$ cat src/common/srg_regs.svh
// register map, field positions, reset values and divide ratios of the serial rate generator
`ifndef SRG_REGS_SVH
`define SRG_REGS_SVH

// ----------------------------------------------------------------------------
// register byte offsets (one 32-bit word each)
// ----------------------------------------------------------------------------
`define SRG_TXCTL_OFS      5'h00
`define SRG_RXCTL_OFS      5'h04
`define SRG_DIV_OFS        5'h08
`define SRG_STAT_OFS       5'h0C
`define SRG_IDX_TXCTL      3'h0
`define SRG_IDX_RXCTL      3'h1
`define SRG_IDX_DIV        3'h2
`define SRG_IDX_STAT       3'h3

// ----------------------------------------------------------------------------
// field positions
// ----------------------------------------------------------------------------
`define SRG_TX_CLKSRC_BIT  7
`define SRG_TX_SYNC_BIT    4
`define SRG_TX_HSPEED_BIT  2
`define SRG_RX_PORTEN_BIT  7
`define SRG_ST_RXLVL_BIT   0
`define SRG_ST_SCLK_BIT    1
`define SRG_ST_TMR_LSB     8

// ----------------------------------------------------------------------------
// reset values and masks
// ----------------------------------------------------------------------------
`define SRG_TXCTL_RST      8'h00
`define SRG_RXCTL_RST      8'h00
`define SRG_DIV_RST        8'h00
`define SRG_TXCTL_WMASK    8'hF5
`define SRG_RXCTL_WMASK    8'hF8
`define SRG_UNMAPPED_RD    32'h0000_0000

// ----------------------------------------------------------------------------
// oversample ticks per bit for each mode
// ----------------------------------------------------------------------------
`define SRG_RATIO_ASYNC_LO 64
`define SRG_RATIO_ASYNC_HI 16
`define SRG_RATIO_SYNC     4

`endif

$ cat src/common/srg_pkg.sv
// types shared by the serial rate generator
package srg_pkg;

  // ----------------------------------------------------------------------------
  // divide mode, one-hot
  // ----------------------------------------------------------------------------
  typedef enum logic [2:0] {
    mode_async_lo = 3'b001,
    mode_async_hi = 3'b010,
    mode_sync     = 3'b100
  } srg_mode_t;

  typedef logic [7:0] srg_byte_t;

endpackage : srg_pkg

$ cat src/logic/srg_majority.sv
// three-sample majority detector for the serial receive input
`timescale 1ns/1ps
`default_nettype none

module srg_majority (
  // clock and reset
  input  wire logic sys_clk,
  input  wire logic rst,
  // sampling
  input  wire logic sample_en,
  input  wire logic din,
  // decided level
  output logic      level
);
  import srg_pkg::*;

  logic [2:0] smp_ff;
  logic       level_ff;
  logic       nxt_level;

  // ----------------------------------------------------------------------------
  // sample window and vote
  // ----------------------------------------------------------------------------
  // shift in one sample per enable; idle line is high
  always_ff @(posedge sys_clk or posedge rst) begin
    if (rst) begin
      smp_ff <= 3'h7;
    end else if (sample_en) begin
      smp_ff <= {smp_ff[1:0], din};
    end
  end

  // two of three wins, so one noisy sample cannot flip the level
  always_comb begin
    nxt_level = (smp_ff[0] & smp_ff[1]) | (smp_ff[0] & smp_ff[2]) | (smp_ff[1] & smp_ff[2]);
  end

  always_ff @(posedge sys_clk or posedge rst) begin
    if (rst) begin
      level_ff <= 1'b1;
    end else begin
      level_ff <= nxt_level;
    end
  end

  assign level = level_ff;
endmodule : srg_majority

`default_nettype wire

$ cat src/logic/srg_top.sv
// serial port rate generator with register slave and receive majority detector
`timescale 1ns/1ps
`default_nettype none

`include "srg_regs.svh"

module srg_top #(
  parameter int DIV_W = 8
) (
  // clock and reset
  input  wire logic         sys_clk,
  input  wire logic         rst,
  // avalon-mm slave
  input  wire logic [4:0]   address,
  input  wire logic         read,
  input  wire logic         write,
  input  wire logic [31:0]  writedata,
  input  wire logic [3:0]   byteenable,
  output logic      [31:0]  readdata,
  output logic              waitrequest,
  // serial pins
  input  wire logic         serial_receive_input,
  input  wire logic         sclk_in,
  output logic              sclk_out,
  output logic              sclk_oe,
  // status from the shift logic
  input  wire logic         tx_shift_empty,
  input  wire logic [2:0]   rx_status,
  // rate, level and control outputs
  output logic              oversample_tick,
  output logic              bit_tick,
  output logic              rx_level,
  output srg_pkg::srg_byte_t txctl,
  output logic              port_enable
);
  import srg_pkg::*;

  // ----------------------------------------------------------------------------
  // declarations
  // ----------------------------------------------------------------------------
  srg_byte_t        txctl_ff;
  srg_byte_t        rxctl_ff;
  logic [DIV_W-1:0] div_ff;
  logic [DIV_W-1:0] tmr_ff;
  logic [5:0]       pre_ff;
  logic             wait_ff;
  logic [31:0]      rdata_ff;
  logic             osc_ff;
  logic             bit_ff;
  logic             sclk_ff;
  logic             sclk_oe_ff;
  logic             ext_q_ff;
  logic             rx_lvl;
  logic [2:0]       idx;
  logic             acc_wr;
  logic             restart;
  logic             osc_hit;
  logic             pre_last;
  logic             is_sync;
  logic             is_master;
  logic [5:0]       pre_lim;
  srg_mode_t        mode;
  logic [31:0]      nxt_rdata;

  assign idx     = address[4:2];
  assign acc_wr  = write && !wait_ff;
  assign restart = acc_wr && (idx == `SRG_IDX_DIV) && byteenable[0];
  assign is_sync   = txctl_ff[`SRG_TX_SYNC_BIT];
  assign is_master = txctl_ff[`SRG_TX_CLKSRC_BIT];

  // ----------------------------------------------------------------------------
  // bus handshake: one wait cycle, then the access completes
  // ----------------------------------------------------------------------------
  // waitrequest drops for exactly one cycle after a request is seen
  always_ff @(posedge sys_clk or posedge rst) begin
    if (rst) begin
      wait_ff <= 1'b1;
    end else if (wait_ff && (read || write)) begin
      wait_ff <= 1'b0;
    end else begin
      wait_ff <= 1'b1;
    end
  end

  // read mux; unused words read as zero
  always_comb begin
    nxt_rdata = `SRG_UNMAPPED_RD;
    unique case (idx)
      `SRG_IDX_TXCTL: nxt_rdata[7:0] = {txctl_ff[7:4], 1'b0, txctl_ff[2], tx_shift_empty, txctl_ff[0]};
      `SRG_IDX_RXCTL: nxt_rdata[7:0] = {rxctl_ff[7:3], rx_status};
      `SRG_IDX_DIV:   nxt_rdata[DIV_W-1:0] = div_ff;
      `SRG_IDX_STAT: begin
        nxt_rdata[`SRG_ST_RXLVL_BIT] = rx_lvl;
        nxt_rdata[`SRG_ST_SCLK_BIT]  = sclk_ff;
        nxt_rdata[`SRG_ST_TMR_LSB +: DIV_W] = tmr_ff;
      end
      default: nxt_rdata = `SRG_UNMAPPED_RD;
    endcase
  end

  // read data captured in the wait cycle and held while waitrequest is low
  always_ff @(posedge sys_clk or posedge rst) begin
    if (rst) begin
      rdata_ff <= `SRG_UNMAPPED_RD;
    end else if (wait_ff && read) begin
      rdata_ff <= nxt_rdata;
    end
  end

  // ----------------------------------------------------------------------------
  // control registers
  // ----------------------------------------------------------------------------
  // status bits of the shift logic are not stored here, only masked writable bits
  always_ff @(posedge sys_clk or posedge rst) begin
    if (rst) begin
      txctl_ff <= `SRG_TXCTL_RST;
    end else if (acc_wr && idx == `SRG_IDX_TXCTL && byteenable[0]) begin
      txctl_ff <= writedata[7:0] & `SRG_TXCTL_WMASK;
    end
  end

  always_ff @(posedge sys_clk or posedge rst) begin
    if (rst) begin
      rxctl_ff <= `SRG_RXCTL_RST;
    end else if (acc_wr && idx == `SRG_IDX_RXCTL && byteenable[0]) begin
      rxctl_ff <= writedata[7:0] & `SRG_RXCTL_WMASK;
    end
  end

  // 8-bit divisor shared by every mode
  always_ff @(posedge sys_clk or posedge rst) begin
    if (rst) begin
      div_ff <= DIV_W'(`SRG_DIV_RST);
    end else if (restart) begin
      div_ff <= writedata[DIV_W-1:0];
    end
  end

  // ----------------------------------------------------------------------------
  // free-running period timer on the system clock
  // ----------------------------------------------------------------------------
  // a divisor write clears the timer so the new period starts now
  always_ff @(posedge sys_clk or posedge rst) begin
    if (rst) begin
      tmr_ff <= '0;
    end else if (restart) begin
      tmr_ff <= '0;
    end else if (tmr_ff == div_ff) begin
      tmr_ff <= '0;
    end else begin
      tmr_ff <= tmr_ff + 1'b1;
    end
  end

  assign osc_hit = !restart && (tmr_ff == div_ff);

  // ----------------------------------------------------------------------------
  // mode select and prescaler
  // ----------------------------------------------------------------------------
  // high-speed select only matters while asynchronous
  always_comb begin
    if (is_sync) begin
      mode = mode_sync;
    end else if (txctl_ff[`SRG_TX_HSPEED_BIT]) begin
      mode = mode_async_hi;
    end else begin
      mode = mode_async_lo;
    end
  end

  always_comb begin
    unique case (mode)
      mode_async_lo: pre_lim = 6'(`SRG_RATIO_ASYNC_LO - 1);
      mode_async_hi: pre_lim = 6'(`SRG_RATIO_ASYNC_HI - 1);
      mode_sync:     pre_lim = 6'(`SRG_RATIO_SYNC - 1);
      default:       pre_lim = 6'(`SRG_RATIO_ASYNC_LO - 1);
    endcase
  end

  // >= so a mode change to a shorter ratio cannot overrun the count
  assign pre_last = osc_hit && (pre_ff >= pre_lim);

  always_ff @(posedge sys_clk or posedge rst) begin
    if (rst) begin
      pre_ff <= '0;
    end else if (restart) begin
      pre_ff <= '0;
    end else if (pre_last) begin
      pre_ff <= '0;
    end else if (osc_hit) begin
      pre_ff <= pre_ff + 1'b1;
    end
  end

  // ----------------------------------------------------------------------------
  // tick outputs
  // ----------------------------------------------------------------------------
  // oversample clock only exists in asynchronous mode
  always_ff @(posedge sys_clk or posedge rst) begin
    if (rst) begin
      osc_ff <= 1'b0;
    end else begin
      osc_ff <= osc_hit && !is_sync;
    end
  end

  // pin is taken as synchronous, so no synchroniser is needed here
  always_ff @(posedge sys_clk or posedge rst) begin
    if (rst) begin
      ext_q_ff <= 1'b0;
    end else begin
      ext_q_ff <= sclk_in;
    end
  end

  // slave bit timing follows the external clock's rising edge
  always_ff @(posedge sys_clk or posedge rst) begin
    if (rst) begin
      bit_ff <= 1'b0;
    end else if (is_sync && !is_master) begin
      bit_ff <= sclk_in && !ext_q_ff;
    end else begin
      bit_ff <= pre_last;
    end
  end

  // master clock: half period is two oversample ticks, full period 4(n+1)
  always_ff @(posedge sys_clk or posedge rst) begin
    if (rst) begin
      sclk_ff <= 1'b0;
    end else if (!(is_sync && is_master) || restart) begin
      sclk_ff <= 1'b0;
    end else if (osc_hit && pre_ff[0]) begin
      sclk_ff <= !sclk_ff;
    end
  end

  always_ff @(posedge sys_clk or posedge rst) begin
    if (rst) begin
      sclk_oe_ff <= 1'b0;
    end else begin
      sclk_oe_ff <= is_sync && is_master;
    end
  end

  // ----------------------------------------------------------------------------
  // receive majority detector, one sample per generator period
  // ----------------------------------------------------------------------------
  srg_majority u_major (
    .sys_clk   (sys_clk),
    .rst       (rst),
    .sample_en (osc_hit),
    .din       (serial_receive_input),
    .level     (rx_lvl)
  );

  assign readdata        = rdata_ff;
  assign waitrequest     = wait_ff;
  assign sclk_out        = sclk_ff;
  assign sclk_oe         = sclk_oe_ff;
  assign oversample_tick = osc_ff;
  assign bit_tick        = bit_ff;
  assign rx_level        = rx_lvl;
  assign txctl           = txctl_ff;
  assign port_enable     = rxctl_ff[`SRG_RX_PORTEN_BIT];

  // ----------------------------------------------------------------------------
  // checks
  // ----------------------------------------------------------------------------
  // helper: oversample ticks since the last bit tick, invalid after a txctl write, cleared by a divisor write
  logic [6:0] osc_cnt_ff;
  logic       cnt_ok_ff;
  always_ff @(posedge sys_clk or posedge rst) begin
    if (rst) begin
      osc_cnt_ff <= '0;
      cnt_ok_ff  <= 1'b1;
    end else if (restart || (acc_wr && idx == `SRG_IDX_TXCTL)) begin
      osc_cnt_ff <= '0;
      cnt_ok_ff  <= !(acc_wr && idx == `SRG_IDX_TXCTL);
    end else if (pre_last) begin
      osc_cnt_ff <= '0;
      cnt_ok_ff  <= 1'b1;
    end else if (osc_hit) begin
      osc_cnt_ff <= osc_cnt_ff + 1'b1;
    end
  end
endmodule : srg_top

`default_nettype wire

$ cat config.mk
export PLATFORM = sky130hd
export DESIGN_NAME = srg_top
export DESIGN_NICKNAME = d
export VERILOG_FILES = /design/src/common/srg_pkg.sv /design/src/logic/srg_majority.sv /design/src/logic/srg_top.sv
export VERILOG_INCLUDE_DIRS = /design/src /design/src/common
export SDC_FILE = /design/constraint.sdc
export NUM_CORES = 1
export LEC_CHECK = 0
export BUFFER_PORTS_ARGS = -buffer_cell sky130_fd_sc_hd__buf_2
export CAP_MARGIN = 15
export CORE_ASPECT_RATIO = 1.5
export CORE_UTILIZATION = 51
export CTS_CLUSTER_SIZE = 14
export DETAILED_ROUTE_END_ITERATION = 12
export GPL_ROUTABILITY_DRIVEN = 1
export PLACE_DENSITY = 0.78
export SYNTH_ARGS = -nofsm -noshare
export SYNTH_HDL_FRONTEND = slang
export SYNTH_HIERARCHICAL = 1
export SYNTH_SLANG_ARGS = --single-unit
$ cat constraint.sdc
create_clock -name sys_clk -period 2.05 [get_ports sys_clk]
set_input_delay 0.1025 -clock sys_clk [delete_from_list [all_inputs] [get_ports sys_clk]]
set_output_delay 0.1025 -clock sys_clk [all_outputs]
set_load 0.005 [all_outputs]
==> reports/qor.txt <==
share of cells above drive strength 1 -> 35.3%
Final Cycle Share -> 91.1%
Placer Congestion -> 0.821
Area growth syn-to-layout -> 21.8%
drt wl/cell -> 14.8 microns
Fillers -> 437
chip width -> 64.5 microns
Min-Delay Path Depth -> 3
average cell area after synthesis -> 11.3 sq um
Synth top area share -> 45.3%
GRT Util Overall -> 22.5%
Vias -> 2190
Clock Skew -> 0.0108 ns
Synth Cell Area -> 2980 sq um
Post-route DRC -> 0
Initial Util -> 53.9%
CTS tree -> built
post-synthesis cell type count -> 49
CP max FO -> 5
Ant. Diodes -> 0
H-tree depth -> 3
instance count on the critical path -> 7
VDD IR max -> 702 uV
CP delay by family, top -> simple AND/OR/NAND/NOR gates
Data arrival, critical path -> 2.15 ns
Cells after DPL -> 384
largest net degree at the start of global routing -> 56
Row Count -> 33
Max Clk Rate -> 535 MHz
1st-pass router iterations -> 4
commonest cells in the synthesized netlist -> dfrtp_1, nand2_1, buf_4, a22o_1, mux2_2
Leakage -> 1.83 nW
Critical Path Max Stage Delay -> 0.40 ns
antenna viol nets, final -> 0
number of setup buffers added after CTS -> 0
Max Transition Viols Final -> 0
vias per cell -> 5.30
Slowest-stage cell, CP -> dfrtp_1
dominant cells by area after synthesis -> dfrtp_1, mux2_2, nand2_1
initial antenna violation count -> 0
die area -> 6170 sq um
TNS Setup -> 0 ns
WP data required -> 2.33 ns
dominant register cell in the synthesized netlist -> dfrtp_1
Max clock buf depth -> 2
core box area -> 5530 sq um
global-route wire length before repair -> 10100 microns
YS warnings -> 6
max_cap viols -> 0
post-synthesis cell count -> 264
final-report setup violation count -> 0
Critical Path, Cell by Cell -> or2_2, ha_1, o21ai_1, nand2b_1, and2_4, nor3_4, a41o_1
Critical Path End Type -> flop
Total Wirelength -> 6090 microns
Clk pin slew, worst setup/hold paths -> 0.07 ns
PD cells -> 1140 nW/um^2
crit start category -> flop
Post-synth ARST share -> 100%
final number of hold-violating endpoints -> 0
Synth area leader -> dfrtp_1
most frequent cell after synthesis -> dfrtp_1
min Tclk post-route -> 1.87 ns
status -> completed
Buffers on Ports -> 50
R2R depth -> 7
clock buffer count from CTS -> 9
nets -> 393
number of global-route vias before repair -> 2157
HP Class -> in2reg
global route overflow -> 0
CTS sink cnt -> 59
num ports -> 98
Yosys reg bits -> 59
Post-synth EDFFs -> 0
RSZ-0062 raised after global routing -> false
hpwl dp -> 4300 microns
Die Ht -> 95.7 microns
critical setup path kind -> reg2reg
Iter 0 DRT Violations -> 143
post-synthesis sequential area ratio -> 49.7%
CTS Root Cell -> clkbuf_8
fin util -> 65.7%
clock latency on the worst-skew pair -> 0.34 ns
worst path bufs/invs -> 0
fin cells -> 413
[through the flow]
| stage | hold WS (ns) | instance area [sq um] | setup WS (ns) | total power [mW] |
|---|---|---|---|---|
| final | 0.212 | 3640 | 0.182 | 4.16 |
| after global routing | 0.206 | 3640 | 0.0472 | 4.43 |
| after detailed placement | 0.186 | 3280 | 0.134 | 3.01 |
| after floorplan | 0.0577 | 3050 | 0.240 | 2.67 |
| after CTS | 0.206 | 3630 | 0.0989 | 4.15 |
| after global placement | 0.183 | 3280 | 0.166 | 2.95 |
[layer usage]
layer	up-vias	track usage [%]	wire length, microns	part of all wire (%)
met5	-	0	0	0
met4	0	13.5	168	2.8
met3	15	4.90	263	4.3
met2	65	37.4	3090	51
met1	1072	26.6	2570	42
li1	1038	-	-	-
[worst reg2reg max path, stage by stage (launching register included)]
cell	delay, ns
dfrtp_1	0.40
or2_2	0.32
ha_1	0.27
o21ai_1	0.13
nand2b_1	0.09
and2_4	0.19
nor3_4	0.21
a41o_1	0.19
[what timing repair did]
action	4_1_cts	5_1_grt
hold buffers	13	0
resized for setup	0	4
setup endpoints to repair	0	3
hold endpoints to repair	70	0
[report_power, final]
part | total, mW | switching (mW) | internal (mW)
clock | 1.10 | 0.471 | 0.628
sequential | 1.78 | 0.308 | 1.47
combinational | 1.28 | 0.636 | 0.646
total | 4.16 | 1.41 | 2.74
[cell usage in the layout (no fill, tap or decap), types with 7 or more instances in the layout]
cell type,n
nand2_1,42
mux2_2,14
clkbuf_8,11
a22o_1,16
xnor2_2,8
nand3_1,10
dlygate4sd3_1,13
conb_1,18
buf_2,50
o21ai_0,7
buf_4,7
dfrtp_1,54
nor2_1,13
[state kept, by name, indices dropped and copies added (netlist names)]
| name | flops |
|---|---|
| u_major/smp_ff | 3 |
| waitrequest | 1 |
| sclk_out | 1 |
| ext_q_ff | 1 |
| rxctl_ff | 5 |
| u_major/level | 1 |
| bit_tick | 1 |
| pre_ff | 6 |
| txctl | 6 |
| oversample_tick | 1 |
| div_ff | 8 |
| sclk_oe | 1 |
| readdata | 16 |
| tmr_ff | 8 |
[area by class of cell]
cell class	count	area (sq um)	area share, %
sequential	59	1480	40.8
tap	70	87.6	2.41
clock inverter	5	61.3	1.69
multi-input combinational	191	1380	37.9
timing repair buffer	71	453	12.5
inverter	6	22.5	0.619
clock buffer	11	151	4.16
[path summary, 6_finish.rpt]
| path | startpoint | slack (ns) | end |
|---|---|---|---|
| worst min-delay path | tx_shift_empty | 0.21 | readdata[1]$_DFFE_PP0P_ |
| max in group asynchronous | rst | 1.39 | waitrequest$_DFF_PP1_ |
| worst max-delay path | txctl[2]$_DFFE_PP0P_ | 0.18 | pre_ff[2]$_DFFE_PP0P_ |
| min in group asynchronous | rst | 0.37 | txctl[0]$_DFFE_PP0P_ |
| worst min register to register | readdata[9]$_DFFE_PP0P_ | 0.50 | readdata[9]$_DFFE_PP0P_ |
| worst max register to register | txctl[2]$_DFFE_PP0P_ | 0.18 | pre_ff[2]$_DFFE_PP0P_ |
[logic make-up after synthesis]
| kind of cell | synth area share [%] |
|---|---|
| mux | 8.47 |
| xor+xnor | 6.41 |
| other cells | 0.126 |
| buf+inv | 6.58 |
| flops | 49.7 |
| compound gates | 10.7 |
| simple gates | 16.0 |
| fa+ha+maj | 2.05 |
(Power assumes the default switching activity.)
